[src/include/omc_pkg.sv]
// constants and types shared by the operating mode controller
package omc_pkg;

	typedef enum logic [2:0] {
		OMC_RESET,
		OMC_RUN,
		OMC_DEBUG_PIN,
		OMC_WAIT,
		OMC_STOP1,
		OMC_STOP2,
		OMC_STOP3,
		OMC_STOP4
	} omc_state_t;

	// debug command classes presented on the command port
	localparam logic [2:0] CMD_MEM = 3'h0;
	localparam logic [2:0] CMD_MEM_STAT = 3'h1;
	localparam logic [2:0] CMD_BDC_REG = 3'h2;
	localparam logic [2:0] CMD_BACKGROUND = 3'h3;
	localparam logic [2:0] CMD_CPU_REG = 3'h4;
	localparam logic [2:0] CMD_TRACE = 3'h5;
	localparam logic [2:0] CMD_GO = 3'h6;

	// stop mode select codes; anything else means stop4
	localparam logic [2:0] SEL_STOP1 = 3'h1;
	localparam logic [2:0] SEL_STOP2 = 3'h2;
	localparam logic [2:0] SEL_STOP3 = 3'h3;
	localparam logic [2:0] SEL_STOP4 = 3'h4;

	localparam logic [15:0] RUN_START_ADDR = 16'hC000;
	localparam int LFO_FREQ_HZ = 1000;
	localparam logic [15:0] FETCH_ADDR_RST = 16'h0000;
	localparam logic PPD_FLAG_RST = 1'b0;

endpackage

[src/rtl/omc_cmd_gate.sv]
// debug command admission by operating mode
`timescale 1ns/1ps
module omc_cmd_gate
	import omc_pkg::*;
(
	// mode and command
	input omc_state_t st,
	input logic valid,
	input logic [2:0] cmd,
	// verdict
	output logic ok,
	output logic rej,
	output logic err
);

	logic nonintr;
	logic active_only;
	logic in_low_power;
	logic allow;

	assign nonintr = (cmd == CMD_MEM) || (cmd == CMD_MEM_STAT)
		|| (cmd == CMD_BDC_REG) || (cmd == CMD_BACKGROUND);
	assign active_only = (cmd == CMD_CPU_REG) || (cmd == CMD_TRACE) || (cmd == CMD_GO);
	assign in_low_power = (st == OMC_WAIT) || (st == OMC_STOP1) || (st == OMC_STOP2)
		|| (st == OMC_STOP3) || (st == OMC_STOP4);

	// stop modes refuse the background command: the pin cannot wake the core there
	assign allow = ((st == OMC_RUN) && nonintr) // RULE_06
		|| ((st == OMC_DEBUG_PIN) && (nonintr || active_only)) // RULE_07
		|| ((st == OMC_WAIT) && (cmd == CMD_BACKGROUND)); // RULE_11 RULE_04

	// status reads in wait or stop answer with an error and touch no memory
	assign err = valid && in_low_power && (cmd == CMD_MEM_STAT); // RULE_12
	assign ok = valid && allow;
	assign rej = valid && !allow && !err;

endmodule

[src/rtl/omc_top.sv]
// operating mode controller: run, background debug, wait and stop modes
// Summary of operation
// RULE_01: pin high at reset: run from C000
// RULE_02: pin low at power-up: background debug
// RULE_03: command, instruction or breakpoints enter background
// RULE_04: pin activation refused while in stop
// RULE_05: background mode suspends CPU, awaits commands
// RULE_06: non-intrusive commands work in run, background
// RULE_07: CPU, trace, resume only in background
// RULE_08: wait gates CPU clock, system stays
// RULE_09: wait entry clears interrupt mask bit
// RULE_10: interrupt wakes wait into stacking sequence
// RULE_11: wait accepts only background and status reads
// RULE_12: status reads in wait/stop return error
// RULE_13: background command wakes wait into background
// RULE_14: permitted stop enters selected stop mode
// RULE_15: forbidden stop forces illegal-opcode reset
// RULE_16: stop halts clocks except low oscillator
// RULE_17: stop1..4 power RAM, circuits, regulator differently
// RULE_18: low-volt-in-stop turns stop1/2 into stop4
// RULE_19: debug entry enable turns stop1/2 into stop4
// RULE_20: stop2 wake sets flag, latch until ack
// RULE_21: stop3 interrupt exit takes interrupt vector
// RULE_22: unsupported stop selection falls back to stop4
`timescale 1ns/1ps
module omc_top
	import omc_pkg::*;
(
	// clock and reset
	input logic CLK,
	input logic NRST,
	// reset strap
	input logic DEBUG_PIN,
	input logic POR_FLAG,
	// CPU events
	input logic WAIT_EXEC,
	input logic STOP_EXEC,
	input logic BACKGROUND_INSTRUCTION_EXEC,
	input logic BDC_BREAK,
	input logic DBG_BREAK,
	input logic IRQ_REQ,
	input logic IRQ_ASYNC,
	// debug command port
	input logic CMD_VALID,
	input logic [2:0] CMD_CODE,
	output logic CMD_ACCEPT,
	output logic CMD_REJECT,
	output logic CMD_ERR,
	// configuration
	input logic STOP_PERMIT,
	input logic [2:0] STOP_SEL,
	input logic LVD_STOP_EN,
	input logic DEBUG_ENTRY_EN,
	input logic PPD_ACK,
	// mode and CPU control
	output logic [2:0] MODE,
	output logic CPU_CLK_EN,
	output logic CPU_SUSPEND,
	output logic FETCH_START,
	output logic [15:0] FETCH_ADDR,
	output logic TRACE_STEP,
	output logic CLR_IMASK,
	output logic IRQ_STACK,
	output logic VEC_IRQ,
	output logic ILLEGAL_RST,
	// clocks and power
	output logic SYS_CLK_EN,
	output logic LFO_EN,
	output logic RAM_PWR,
	output logic CIRC_PWR,
	output logic REG_FULL,
	output logic PIN_LATCH,
	output logic PPD_FLAG
);

	omc_state_t state_r;
	omc_state_t state_nxt;
	logic cmd_ok;
	logic cmd_rej;
	logic cmd_err;
	logic bg_cmd;
	logic debug_pin_evt;
	logic in_stop;
	logic deep_req;
	logic [2:0] stop_eff;
	omc_state_t stop_target;
	logic bdc_clk_r;
	logic bdc_clk_nxt;
	logic ppd_r;
	logic ppd_nxt;
	logic fetch_start_nxt;
	logic [15:0] fetch_addr_nxt;
	logic clr_imask_nxt;
	logic irq_stack_nxt;
	logic vec_irq_nxt;
	logic illegal_nxt;
	logic trace_nxt;

	omc_cmd_gate u_gate (
		.st(state_r),
		.valid(CMD_VALID),
		.cmd(CMD_CODE),
		.ok(cmd_ok),
		.rej(cmd_rej),
		.err(cmd_err)
	);

	assign bg_cmd = cmd_ok && (CMD_CODE == CMD_BACKGROUND);
	assign debug_pin_evt = bg_cmd || BACKGROUND_INSTRUCTION_EXEC || BDC_BREAK || DBG_BREAK; // RULE_03
	assign in_stop = (state_r == OMC_STOP1) || (state_r == OMC_STOP2)
		|| (state_r == OMC_STOP3) || (state_r == OMC_STOP4);

	// stop1/2 would cut the regulator that the voltage monitor or debug logic needs
	assign deep_req = (STOP_SEL == SEL_STOP1) || (STOP_SEL == SEL_STOP2);
	assign stop_eff = (deep_req && (LVD_STOP_EN || DEBUG_ENTRY_EN)) ? SEL_STOP4 : STOP_SEL; // RULE_18 RULE_19
	assign stop_target = (stop_eff == SEL_STOP1) ? OMC_STOP1 :
		(stop_eff == SEL_STOP2) ? OMC_STOP2 :
		(stop_eff == SEL_STOP3) ? OMC_STOP3 : OMC_STOP4; // RULE_14 RULE_22

	always_comb
	begin
		state_nxt = state_r;
		fetch_start_nxt = 1'b0;
		fetch_addr_nxt = FETCH_ADDR;
		clr_imask_nxt = 1'b0;
		irq_stack_nxt = 1'b0;
		vec_irq_nxt = 1'b0;
		illegal_nxt = 1'b0;
		trace_nxt = 1'b0;
		bdc_clk_nxt = bdc_clk_r;
		case (state_r)
			OMC_RESET:
			begin
				// strap is taken on the first edge after reset release
				if (DEBUG_PIN || !POR_FLAG)
				begin
					state_nxt = OMC_RUN; // RULE_01
					fetch_start_nxt = 1'b1;
					fetch_addr_nxt = RUN_START_ADDR;
				end
				else
				begin
					state_nxt = OMC_DEBUG_PIN; // RULE_02
				end
			end
			OMC_RUN:
			begin
				if (debug_pin_evt)
				begin
					state_nxt = OMC_DEBUG_PIN; // RULE_03
				end
				else if (STOP_EXEC && STOP_PERMIT)
				begin
					state_nxt = stop_target; // RULE_14
					bdc_clk_nxt = DEBUG_ENTRY_EN; // RULE_19
				end
				else if (STOP_EXEC)
				begin
					state_nxt = OMC_RESET; // RULE_15
					illegal_nxt = 1'b1;
				end
				else if (WAIT_EXEC)
				begin
					state_nxt = OMC_WAIT; // RULE_08
					clr_imask_nxt = 1'b1; // RULE_09
				end
			end
			OMC_DEBUG_PIN:
			begin
				// CPU stays suspended; only commands move it
				if (cmd_ok && (CMD_CODE == CMD_GO))
				begin
					state_nxt = OMC_RUN; // RULE_05 RULE_07
				end
				else if (cmd_ok && (CMD_CODE == CMD_TRACE))
				begin
					trace_nxt = 1'b1; // RULE_07
				end
			end
			OMC_WAIT:
			begin
				if (bg_cmd)
				begin
					state_nxt = OMC_DEBUG_PIN; // RULE_13
				end
				else if (IRQ_REQ)
				begin
					state_nxt = OMC_RUN; // RULE_10
					irq_stack_nxt = 1'b1;
					vec_irq_nxt = 1'b1;
				end
			end
			OMC_STOP1, OMC_STOP2:
			begin
				// wake restarts as from power-on, through the reset vector
				if (IRQ_REQ)
				begin
					state_nxt = OMC_RUN;
					fetch_start_nxt = 1'b1;
					fetch_addr_nxt = RUN_START_ADDR;
					bdc_clk_nxt = 1'b0;
				end
			end
			OMC_STOP3, OMC_STOP4:
			begin
				if (IRQ_REQ)
				begin
					state_nxt = OMC_RUN;
					irq_stack_nxt = 1'b1;
					vec_irq_nxt = IRQ_ASYNC; // RULE_21
					bdc_clk_nxt = 1'b0;
				end
			end
			default:
			begin
				state_nxt = OMC_RESET;
			end
		endcase
	end

	// set wins over acknowledge so a fresh stop2 wake is never lost
	assign ppd_nxt = ((state_r == OMC_STOP2) && (state_nxt == OMC_RUN))
		|| (ppd_r && !PPD_ACK); // RULE_20

	always_ff @(posedge CLK or negedge NRST)
	begin
		if (!NRST)
		begin
			state_r <= OMC_RESET;
			bdc_clk_r <= 1'b0;
			ppd_r <= PPD_FLAG_RST;
			FETCH_START <= 1'b0;
			FETCH_ADDR <= FETCH_ADDR_RST;
			CLR_IMASK <= 1'b0;
			IRQ_STACK <= 1'b0;
			VEC_IRQ <= 1'b0;
			ILLEGAL_RST <= 1'b0;
			TRACE_STEP <= 1'b0;
		end
		else
		begin
			state_r <= state_nxt;
			bdc_clk_r <= bdc_clk_nxt;
			ppd_r <= ppd_nxt;
			FETCH_START <= fetch_start_nxt;
			FETCH_ADDR <= fetch_addr_nxt;
			CLR_IMASK <= clr_imask_nxt;
			IRQ_STACK <= irq_stack_nxt;
			VEC_IRQ <= vec_irq_nxt;
			ILLEGAL_RST <= illegal_nxt;
			TRACE_STEP <= trace_nxt;
		end
	end

	always_ff @(posedge CLK or negedge NRST)
	begin
		if (!NRST)
		begin
			CMD_ACCEPT <= 1'b0;
			CMD_REJECT <= 1'b0;
			CMD_ERR <= 1'b0;
		end
		else
		begin
			CMD_ACCEPT <= cmd_ok; // RULE_06 RULE_07
			CMD_REJECT <= cmd_rej; // RULE_11
			CMD_ERR <= cmd_err; // RULE_12
		end
	end

	assign MODE = 3'(state_r);
	assign CPU_CLK_EN = (state_r == OMC_RUN); // RULE_08
	assign CPU_SUSPEND = (state_r == OMC_DEBUG_PIN); // RULE_05
	assign SYS_CLK_EN = !in_stop || bdc_clk_r; // RULE_16 RULE_19
	assign LFO_EN = 1'b1; // RULE_16
	assign RAM_PWR = (state_r != OMC_STOP1); // RULE_17
	assign CIRC_PWR = (state_r != OMC_STOP1) && (state_r != OMC_STOP2); // RULE_17
	assign REG_FULL = !in_stop || (state_r == OMC_STOP4); // RULE_17
	assign PIN_LATCH = (state_r == OMC_STOP2) || ppd_r; // RULE_20
	assign PPD_FLAG = ppd_r;
endmodule
[config.mk]
export PLATFORM = sky130hd
export DESIGN_NAME = omc_top
export DESIGN_NICKNAME = d
export VERILOG_FILES = /design/src/include/omc_pkg.sv /design/src/rtl/omc_cmd_gate.sv /design/src/rtl/omc_top.sv
export SDC_FILE = /design/constraint.sdc
export NUM_CORES = 1
export LEC_CHECK = 0
export ABC_CLOCK_PERIOD_IN_PS = 2000
export BUFFER_PORTS_ARGS = -buffer_cell sky130_fd_sc_hd__clkbuf_2
export CAP_MARGIN = 20
export CELL_PAD_IN_SITES_DETAIL_PLACEMENT = 0
export CELL_PAD_IN_SITES_GLOBAL_PLACEMENT = 1
export CORE_MARGIN = 5
export CORE_UTILIZATION = 29
export DETAILED_ROUTE_END_ITERATION = 16
export PLACE_DENSITY = 0.88
export SYNTH_ARGS = -nofsm -noshare
export SYNTH_HDL_FRONTEND = slang
export SYNTH_SLANG_ARGS = --single-unit
[constraint.sdc]
create_clock -name CLK -period 2 [get_ports CLK]
set_input_delay 0.4 -clock CLK [delete_from_list [all_inputs] [get_ports CLK]]
set_output_delay 0.4 -clock CLK [all_outputs]
set_load 0.005 [all_outputs]
[Yosys cells after proc, flatten, opt, wreduce, memory -nomap -nowiden]
Cells that the tools add are included.
Storage, ports and cells
  flip-flop bits (word level): 30
  input port bits: 22
  output and inout bits: 37
  word-level logic and storage cells: 133
Operators by class
  eq/ne operators: 26
  mux-type cells: 39
  reduce and logical (&&, ||, !) cells: 55
Operator list (number)
  16-bit 2-to-1 mux: 2
  16-bit case mux with 2 select lines: 1
  1-bit logical OR: 25
  3-bit 2-to-1 mux: 8
  3-bit by 2-bit equality test with 1-bit output, second input constant: 7
  3-bit equality test, second input constant: 7
  1-bit 2-to-1 mux: 20
  1-bit logical AND: 16
  3-bit by 1-bit equality test with 1-bit output, second input constant: 5
  3-bit case mux with 5 select lines: 1
  1-bit case mux with 2 select lines: 4
  3-bit zero test: 2
  2-bit 2-to-1 mux: 3
  2-bit inequality test, second input constant: 3
  3-bit inequality test, second input constant: 2
  1-bit zero test: 5
  2-bit by 1-bit inequality test with 1-bit output, second input constant: 2
  4-bit AND reduction: 1
  2-bit nonzero test: 2
  2-bit OR reduction: 2
  4-bit OR reduction: 1
  3-bit AND reduction: 1

[Depth between registers and ports, before layout]
Gate-level depths: netlist (run 1).
  depth after elaboration: 18
  mapped depth: 5
  mapped depth without buffers: 4

[Hierarchy]
Synthesis (run 1) repeated with hierarchy kept, for this count alone.
Unflattened totals
  cells, all modules: 111
  area total of the unflattened synthesis: 955.9 um^2
By module, submodules not included
  omc_top: instances 1, cells an instance 98, area each 880.8 um^2, seq. area each 375.4 um^2
  omc_cmd_gate: instances 1, cells an instance 13, area each 75.1 um^2, seq. area each 0.0 um^2

[Worst setup path before layout (run 1)]
Ideal clock, no wire load.
  path type: flip-flop to flip-flop
  start point: register state_r[1], in the netlist MODE[1]
  end point: register bdc_clk_r
  library setup time: 0.118 ns
  data arrival time: 1.386 ns
  required time: 1.882 ns
  setup slack: 0.496 ns
  stages on the path, launching flop included: 5
  buffers on the path: 0
  period minus slack after synthesis: 1.504 ns
  path through: dfrtp_1 -> or3b_4 -> nor4_1 -> a211oi_1 -> a21o_1
Between the ends
  cells in the longest elaborated chain, start to end: 11
  elaborated cells on any way between the ends: 24
  classes of those cells: eq/ne: 10; mux: 1; reduce/logical: 13
RTL lines
  from (decl): line omc_top.sv:76  | omc_state_t state_r;
  from (signal assigned): line omc_top.sv:242  | state_r <= state_nxt;
  3-bit by 1-bit equality test with 1-bit output / 3-bit by 2-bit equality test with 1-bit output (equally long branches): line omc_cmd_gate.sv:28, omc_top.sv:131, omc_cmd_gate.sv:29
  1-bit logical AND (on tied branches): line omc_cmd_gate.sv:28, omc_cmd_gate.sv:29
  1-bit logical OR: line omc_cmd_gate.sv:29  | || ((st == OMC_DEBUG_PIN) && (nonintr || active_only))
  1-bit logical OR: line omc_cmd_gate.sv:30  | || ((st == OMC_WAIT) && (cmd == CMD_BACKGROUND));
  1-bit logical AND: line omc_cmd_gate.sv:34  | assign ok = valid && allow;
  1-bit logical AND: line omc_top.sv:108  | assign bg_cmd = cmd_ok && (CMD_CODE == CMD_BACKGROUND);
  1-bit logical OR (3 in series): line omc_top.sv:109  | assign debug_pin_evt = bg_cmd || BACKGROUND_INSTRUCTION_EXEC || BDC_BREAK || DBG_BREAK;
  2-bit inequality test (no line)
  4-bit AND reduction (no line)
  to (signal assigned): line omc_top.sv:243  | bdc_clk_r <= bdc_clk_nxt;
  to (decl): line omc_top.sv:87  | logic bdc_clk_r;
Parallel ways exist; a longest one is shown, timed or not.
A chain may end at the register's enable or synchronous reset.

[Worst setup path after layout (run 1)]
  start point: register state_r[0], in the netlist MODE[0]
  end point: output CPU_CLK_EN
Between the ends
  cells in the longest elaborated chain, start to end: 1
RTL lines
  3-bit by 1-bit equality test with 1-bit output: line omc_top.sv:272  | assign CPU_CLK_EN = (state_r == OMC_RUN);
  to (decl): line omc_top.sv:57  | output logic CPU_CLK_EN,
No other way between the ends.

==> results of run 1 <==
-- synth_stat cells, types with 2 or more instances --
| master | instances | area (µm²) |
|---|---|---|
| a21oi_1 | 3 | 15.0 |
| a31oi_1 | 2 | 12.5 |
| buf_2 | 2 | 10.0 |
| buf_4 | 16 | 120 |
| conb_1 | 2 | 7.51 |
| dfrtp_1 | 15 | 375 |
| inv_1 | 8 | 30.0 |
| nand2_1 | 10 | 37.5 |
| nand2b_1 | 2 | 12.5 |
| nor2_1 | 7 | 26.3 |
| nor2b_1 | 3 | 18.8 |
| nor3_1 | 2 | 10.0 |
| nor3b_1 | 2 | 15.0 |
| nor3b_2 | 2 | 25.0 |
| nor4_1 | 2 | 12.5 |
| o211ai_1 | 2 | 15.0 |
| o21ai_0 | 3 | 15.0 |
| o22ai_1 | 2 | 12.5 |
| or3_1 | 2 | 12.5 |
-- logic make-up after synthesis --
kind of cell              after synthesis  share of synthesized area (%)
xor gates and xnor gates                1                          0.941
AOI/OAI and AO/OA                      21                           16.0
DFF                                    15                           40.3
other                                   2                          0.807
buffers and inverters                  27                           17.6
and+or+nand+nor                        39                           24.3
-- worst max-delay path: cells and delay by family, from the launching register on --
kind,cells,cell delay [ns]
AND/OR/NAND/NOR,1,0.44
buffers and inverters,2,0.19
flip-flops,1,0.55
-- registers in the layout, indices dropped and copies added (netlist names) --
register / count
FETCH_START: 1
ILLEGAL_RST: 1
IRQ_STACK: 1
CMD_REJECT: 1
PPD_FLAG: 1
FETCH_ADDR: 1
MODE: 3
CMD_ACCEPT: 1
CMD_ERR: 1
bdc_clk_r: 1
CLR_IMASK: 1
VEC_IRQ: 1
TRACE_STEP: 1
-- metal layers --
metal,part of all wire (%),vias to the layer above
met5,0,-
met4,0.28,0
met3,11,2
met2,52,36
met1,36,378
li1,-,411
-- cell usage in the layout, fill, tap and decap left out, types with 3 or more instances in the layout --
master | netlist | routed
conb_1 | 2 | 15
inv_1 | 8 | 8
o21ai_0 | 3 | 3
clkbuf_4 | 0 | 3
dfrtp_1 | 15 | 14
a21oi_1 | 3 | 3
nor2b_1 | 3 | 3
clkbuf_2 | 0 | 43
nand2_1 | 10 | 10
nor2_1 | 7 | 7
-- area by class of cell --
cell class | instances | area, µm²
tap | 44 | 55.1
sequential | 15 | 377
timing repair buffer | 44 | 223
fill | 314 | 1930
inverter | 8 | 30.0
clock buffer | 4 | 26.3
multi-input combinational | 76 | 440
-- through the flow --
| stage | instance area [µm²] | util, % | total power (W) | worst slack [ns] | hold WS (ns) |
|---|---|---|---|---|---|
| after floorplan | 980 | - | 0.000722 | 0.496 | 0.104 |
| after detailed placement | 1120 | 36.5 | 0.000877 | 0.309 | 0.328 |
| after CTS | 1150 | 37.4 | 0.00104 | 0.0496 | 0.0303 |
| after global placement | 1120 | 36.5 | 0.000865 | 0.357 | 0.322 |
| final | 1150 | 37.4 | 0.00103 | 0.154 | 0.0239 |
| after global routing | 1150 | 37.4 | 0.00111 | 0.0690 | 0.0397 |
-- how the worst max path moves through the flow --
stage / start / to / cells after the start
2_1_floorplan: MODE[1] / bdc_clk_r / 4
3_3_place_gp: MODE[2] / bdc_clk_r / 4
3_5_place_dp: MODE[2] / bdc_clk_r / 4
4_1_cts: MODE[2] / RAM_PWR / 3
5_1_grt: MODE[0] / CPU_CLK_EN / 3
6_report: MODE[0] / CPU_CLK_EN / 3
-- report_power, final --
group          switching (W)  leakage [nW]  internal, W
logic               0.000237         0.389     0.000213
clock network      0.0000862        0.0150    0.0000772
registers          0.0000497         0.191     0.000369
==> impl_metrics.py, run 1 <==
metrics = {
    "finish": {
        "antenna-diode-count": 0,
        "nets": 170,
        "fin_cells": 191,
        "final_layout_size_suffix_gt1_share_pct": 38.1,
        "area_growth_pct": 23.7,
    },
    "place": {
        "dp_cells": 187,
        "place_congestion": 0.762,
        "dp_hpwl_um": 1790,
        "port_buffers": 43,
    },
    "sta": {
        "rsz0062_at_grt": "no",
        "setup_viol": 0,
        "worst_pin_slew_ns": 0.516,
        "slew_headroom_pct": 64.7,
        "drv_slew": 0,
        "hold_viol": 0,
        "fin_setup_tns_ns": 0,
        "period_share_pct": 92.3,
        "skew_ns": 0.000691,
        "max_freq_mhz": 542,
        "post-route-min-period_ns": 1.85,
    },
    "drt": {
        "drt-total-wl_um": 2130,
        "vias": 827,
        "avgViaCountPerCell": 4.33,
        "first_pass_iters": 4,
        "wire_per_inst_um": 11.2,
        "drt-initial-drc-count": 49,
        "antenna_left": 0,
        "drc": 0,
    },
    "cts": {
        "clk-insertion-delay-late_ns": 0.27,
        "cts_resized": 0,
        "clock-root-buffer": "clkbuf_4",
        "clk_pin_slew_worst_paths_ns": 0.08,
        "cts.sinks": 15,
        "cts_tree": "yes",
        "cts-buffers-inserted": 3,
        "ctsHoldBuffers": 0,
        "cts_buffer_depth": 2,
        "postCtsSetupRepairBufs": 0,
        "htree_levels": 1,
    },
    "global_routing": {
        "track_usage_pct": 9.24,
        "grt_antenna_before_repair": 0,
        "grt_pass1_vias": 781,
        "grt_util_met2_pct": 17.3,
        "top_usage_layer": "met2",
        "grt_pass1_wl_um": 3260,
        "gr-total-overflow": 0,
        "grt_max_degree": 16,
        "grt_use_met3_pct": 3.04,
        "use_met1_pct": 9.50,
    },
    "setup_path": {
        "path_class": "register to primary output",
        "path_cells": "or3b_4, inv_1, clkbuf_2",
        "rrSetupSlack_ns": 0.31,
        "end_kind": "primary output",
        "worst-r2r-cell-count": 4,
        "critPathRequiredTime_ns": 1.60,
        "critPathLaunchType": "register",
        "cpPeakStageDelay_ns": 0.55,
        "arrival_ns": 1.45,
        "r2r-start": "MODE[0]",
        "slowest_stage": "dfrtp_1",
        "cp_max_fo": 12,
        "worstReg2RegEnd": "bdc_clk_r",
    },
    "die": {
        "rows": 20,
        "die_h_um": 66.7,
        "coreArea_mm2": 0.00308,
        "die_area_mm2": 0.00444,
        "die_w_um": 66.7,
        "start_util_pct": 30.2,
        "ioPinCount": 59,
    },
    "run": {
        "maxCapViolations": 0,
    },
    "power": {
        "pwr_density_cell_mw_per_mm2": 897,
        "max-vdd-ir-drop_v": 0.000260,
        "p_leak_nw": 0.596,
    },
    "synth": {
        "ys_seq_elements": 15,
        "seq_area_frac_synth_pct": 40.3,
        "async_flop_share_pct": 100,
        "ys_types": 37,
        "synth_area_per_cell_um2": 8.87,
        "ys.flop_type": "dfrtp_1",
        "ys.warnings.count": 0,
        "syn_inst": 105,
        "synth-edff-count": 0,
        "synth_area_um2": 931,
    },
    "outcome": {
        "status": "complete, no violations",
    },
    "hold_path": {
        "worst_hold_path_type": "primary input to asynchronous set/reset pin",
    },
}
Note: power is estimated with default switching activity, not from simulation.
==> run 2: changes to the inputs <==
Settings changed: ABC_AREA set to 0, PLACE_DENSITY 0.88 to 0.87, SYNTH_HIERARCHICAL set to 1.
==> impl_metrics.py, run 2 <==
metrics = {
    "cts": {
        "cts_resized": 0,
        "postCtsSetupRepairBufs": 0,
        "cts_buffer_depth": 2,
        "clk-insertion-delay-late_ns": 0.28,
        "clock-root-buffer": "clkbuf_4",
        "ctsHoldBuffers": 0,
        "cts-buffers-inserted": 3,
        "htree_levels": 1,
        "cts_tree": "yes",
        "clk_pin_slew_worst_paths_ns": 0.09,
        "cts.sinks": 15,
    },
    "finish": {
        "final_common_cell": "clkbuf_2",
        "nets": 182,
        "final_cell_mix": "clkbuf_2, conb_1, dfrtp_1",
        "num-fill-cells": 355,
        "final_area_mm2": 0.00121,
        "antenna-diode-count": 0,
        "final_layout_size_suffix_gt1_share_pct": 36.5,
        "seq_area_um2": 377,
        "area_growth_pct": 26.8,
        "largest_reg_flops": 3,
        "multi_input_area_um2": 460,
    },
    "sta": {
        "hold_slack_ns": 0.0165,
        "hold_viol": 0,
        "fin_setup_tns_ns": 0,
        "rsz0062_at_grt": "no",
        "setup_viol": 0,
        "post-route-min-period_ns": 1.90,
        "max_freq_mhz": 527,
        "skew_ns": 0.00514,
        "drv_slew": 0,
        "period_share_pct": 94.9,
    },
    "drt": {
        "vias": 908,
        "antenna_left": 0,
        "first_pass_iters": 4,
        "avgViaCountPerCell": 4.47,
        "drt-initial-drc-count": 32,
        "wire_per_inst_um": 11.7,
        "drc": 0,
        "drt-total-wl_um": 2380,
    },
    "global_routing": {
        "grt_pass1_vias": 841,
        "track_usage_pct": 10.4,
        "grt_pass1_wl_um": 3640,
        "grt_antenna_before_repair": 0,
        "gr-total-overflow": 0,
        "grt_max_degree": 16,
    },
    "setup_path": {
        "worst-r2r-cell-count": 6,
        "critPathBufInv": 2,
        "crit_family": "flip-flops",
        "path_cells": "buf_4, or3_2, clkbuf_2",
        "slowest_stage": "dfrtp_2",
        "cp_max_fo": 11,
        "arrival_ns": 1.50,
        "cpPeakStageDelay_ns": 0.46,
        "path_depth": 3,
        "r2r-start": "MODE[0]",
        "end_kind": "primary output",
        "critPathRequiredTime_ns": 1.60,
        "critPathLaunchType": "register",
        "path_class": "register to primary output",
        "worstReg2RegEnd": "MODE[1]",
        "rrSetupSlack_ns": 0.17,
    },
    "hold_path": {
        "worst_hold_path_type": "primary input to asynchronous set/reset pin",
    },
    "synth": {
        "synth.area.top_cells": "dfrtp_1, buf_4, nand2_1",
        "ys.flop_type": "dfrtp_1",
        "synthMostInstantiatedCell": "buf_4",
        "synth-edff-count": 0,
        "synth_area_um2": 956,
        "ys_seq_elements": 15,
        "seq_area_frac_synth_pct": 39.3,
        "async_flop_share_pct": 100,
        "synth_area_per_cell_um2": 8.61,
        "synth_area_leader_cell": "dfrtp_1",
        "yosysTopAreaCellShare_pct": 39.3,
        "syn_inst": 111,
        "ys_types": 33,
        "synthTopCellsByCount": "buf_4, dfrtp_1, nand2_1, nor2_1, inv_1",
        "ys.warnings.count": 6,
    },
    "outcome": {
        "status": "complete, no violations",
    },
    "die": {
        "start_util_pct": 30.8,
        "die_w_um": 67.4,
        "die_area_mm2": 0.00454,
        "coreArea_mm2": 0.00310,
        "ioPinCount": 59,
        "die_h_um": 67.4,
        "rows": 20,
    },
    "place": {
        "placed_area_mm2": 0.00118,
        "place_congestion": 0.781,
        "port_buffers": 43,
        "dp_hpwl_um": 1990,
    },
    "power": {
        "pwr_density_cell_mw_per_mm2": 875,
        "p_leak_nw": 0.644,
        "report.power.total_w": 0.00106,
        "max-vdd-ir-drop_v": 0.000297,
    },
    "run": {
        "maxCapViolations": 0,
    },
}
## run 2: routing by layer
layer,up-vias,global-route usage (%),share of wire [%]
li1,445,-,-
met2,47,17.5,46
met3,6,2.33,9.6
met1,410,12.4,43
met5,-,0,0
met4,0,4.81,1.3
## run 2: worst max-delay path by stage
stage	slack [ns]	start	to
floorplan	0.27	CMD_CODE[2]	bdc_clk_r
global placement	0.11	CMD_CODE[0]	bdc_clk_r
detailed placement	0.03	CMD_CODE[0]	bdc_clk_r
CTS	0.07	MODE[0]	RAM_PWR
global route	0.02	MODE[0]	RAM_PWR
finish	0.10	MODE[0]	RAM_PWR
## run 2: final cells by class
type	count	area share, %
multi-input combinational	83	38.0
tap	44	4.54
sequential	15	31.1
inverter	7	2.17
timing repair buffer	50	22.1
clock buffer	4	2.17
## run 2: where the power goes
part / leakage [nW] / total [W] / internal (W) / switching, W
combinational: 0.440 / 0.000485 / 0.000214 / 0.000272
clock: 0.0150 / 0.000171 / 0.0000774 / 0.0000937
sequential: 0.189 / 0.000404 / 0.000363 / 0.0000411
total: 0.644 / 0.00106 / 0.000654 / 0.000407
## run 2: stage by stage
| stage | setup WS [ns] | instances | utilization, % |
|---|---|---|---|
| 2_1_floorplan | 0.267 | 124 | - |
| 3_3_place_gp | 0.111 | 199 | 38.2 |
| 3_5_place_dp | 0.0254 | 199 | 38.2 |
| 4_1_cts | 0.0686 | 203 | 39.0 |
| 5_1_grt | 0.0249 | 203 | 39.1 |
| 6_report | 0.103 | 203 | 39.1 |
## run 2: cell families (layout without fill, tap and decap cells)
group | after synthesis | count (layout) | synth area share [%]
xor gates and xnor gates | 1 | 1 | 0.916
muxes | 1 | 1 | 1.05
buffers and inverters | 26 | 61 | 17.7
and+or+nand+nor | 48 | 48 | 28.1
DFF | 15 | 15 | 39.3
AOI/OAI and AO/OA | 18 | 18 | 12.2
other | 2 | 15 | 0.786
## run 2: worst reg2reg max path, stage by stage (launching register included)
cell	delay, ns
dfrtp_2	0.46
a31oi_1	0.24
and4_1	0.29
nand4b_1	0.24
a21oi_1	0.31
nor2b_1	0.08
o2bb2ai_1	0.14
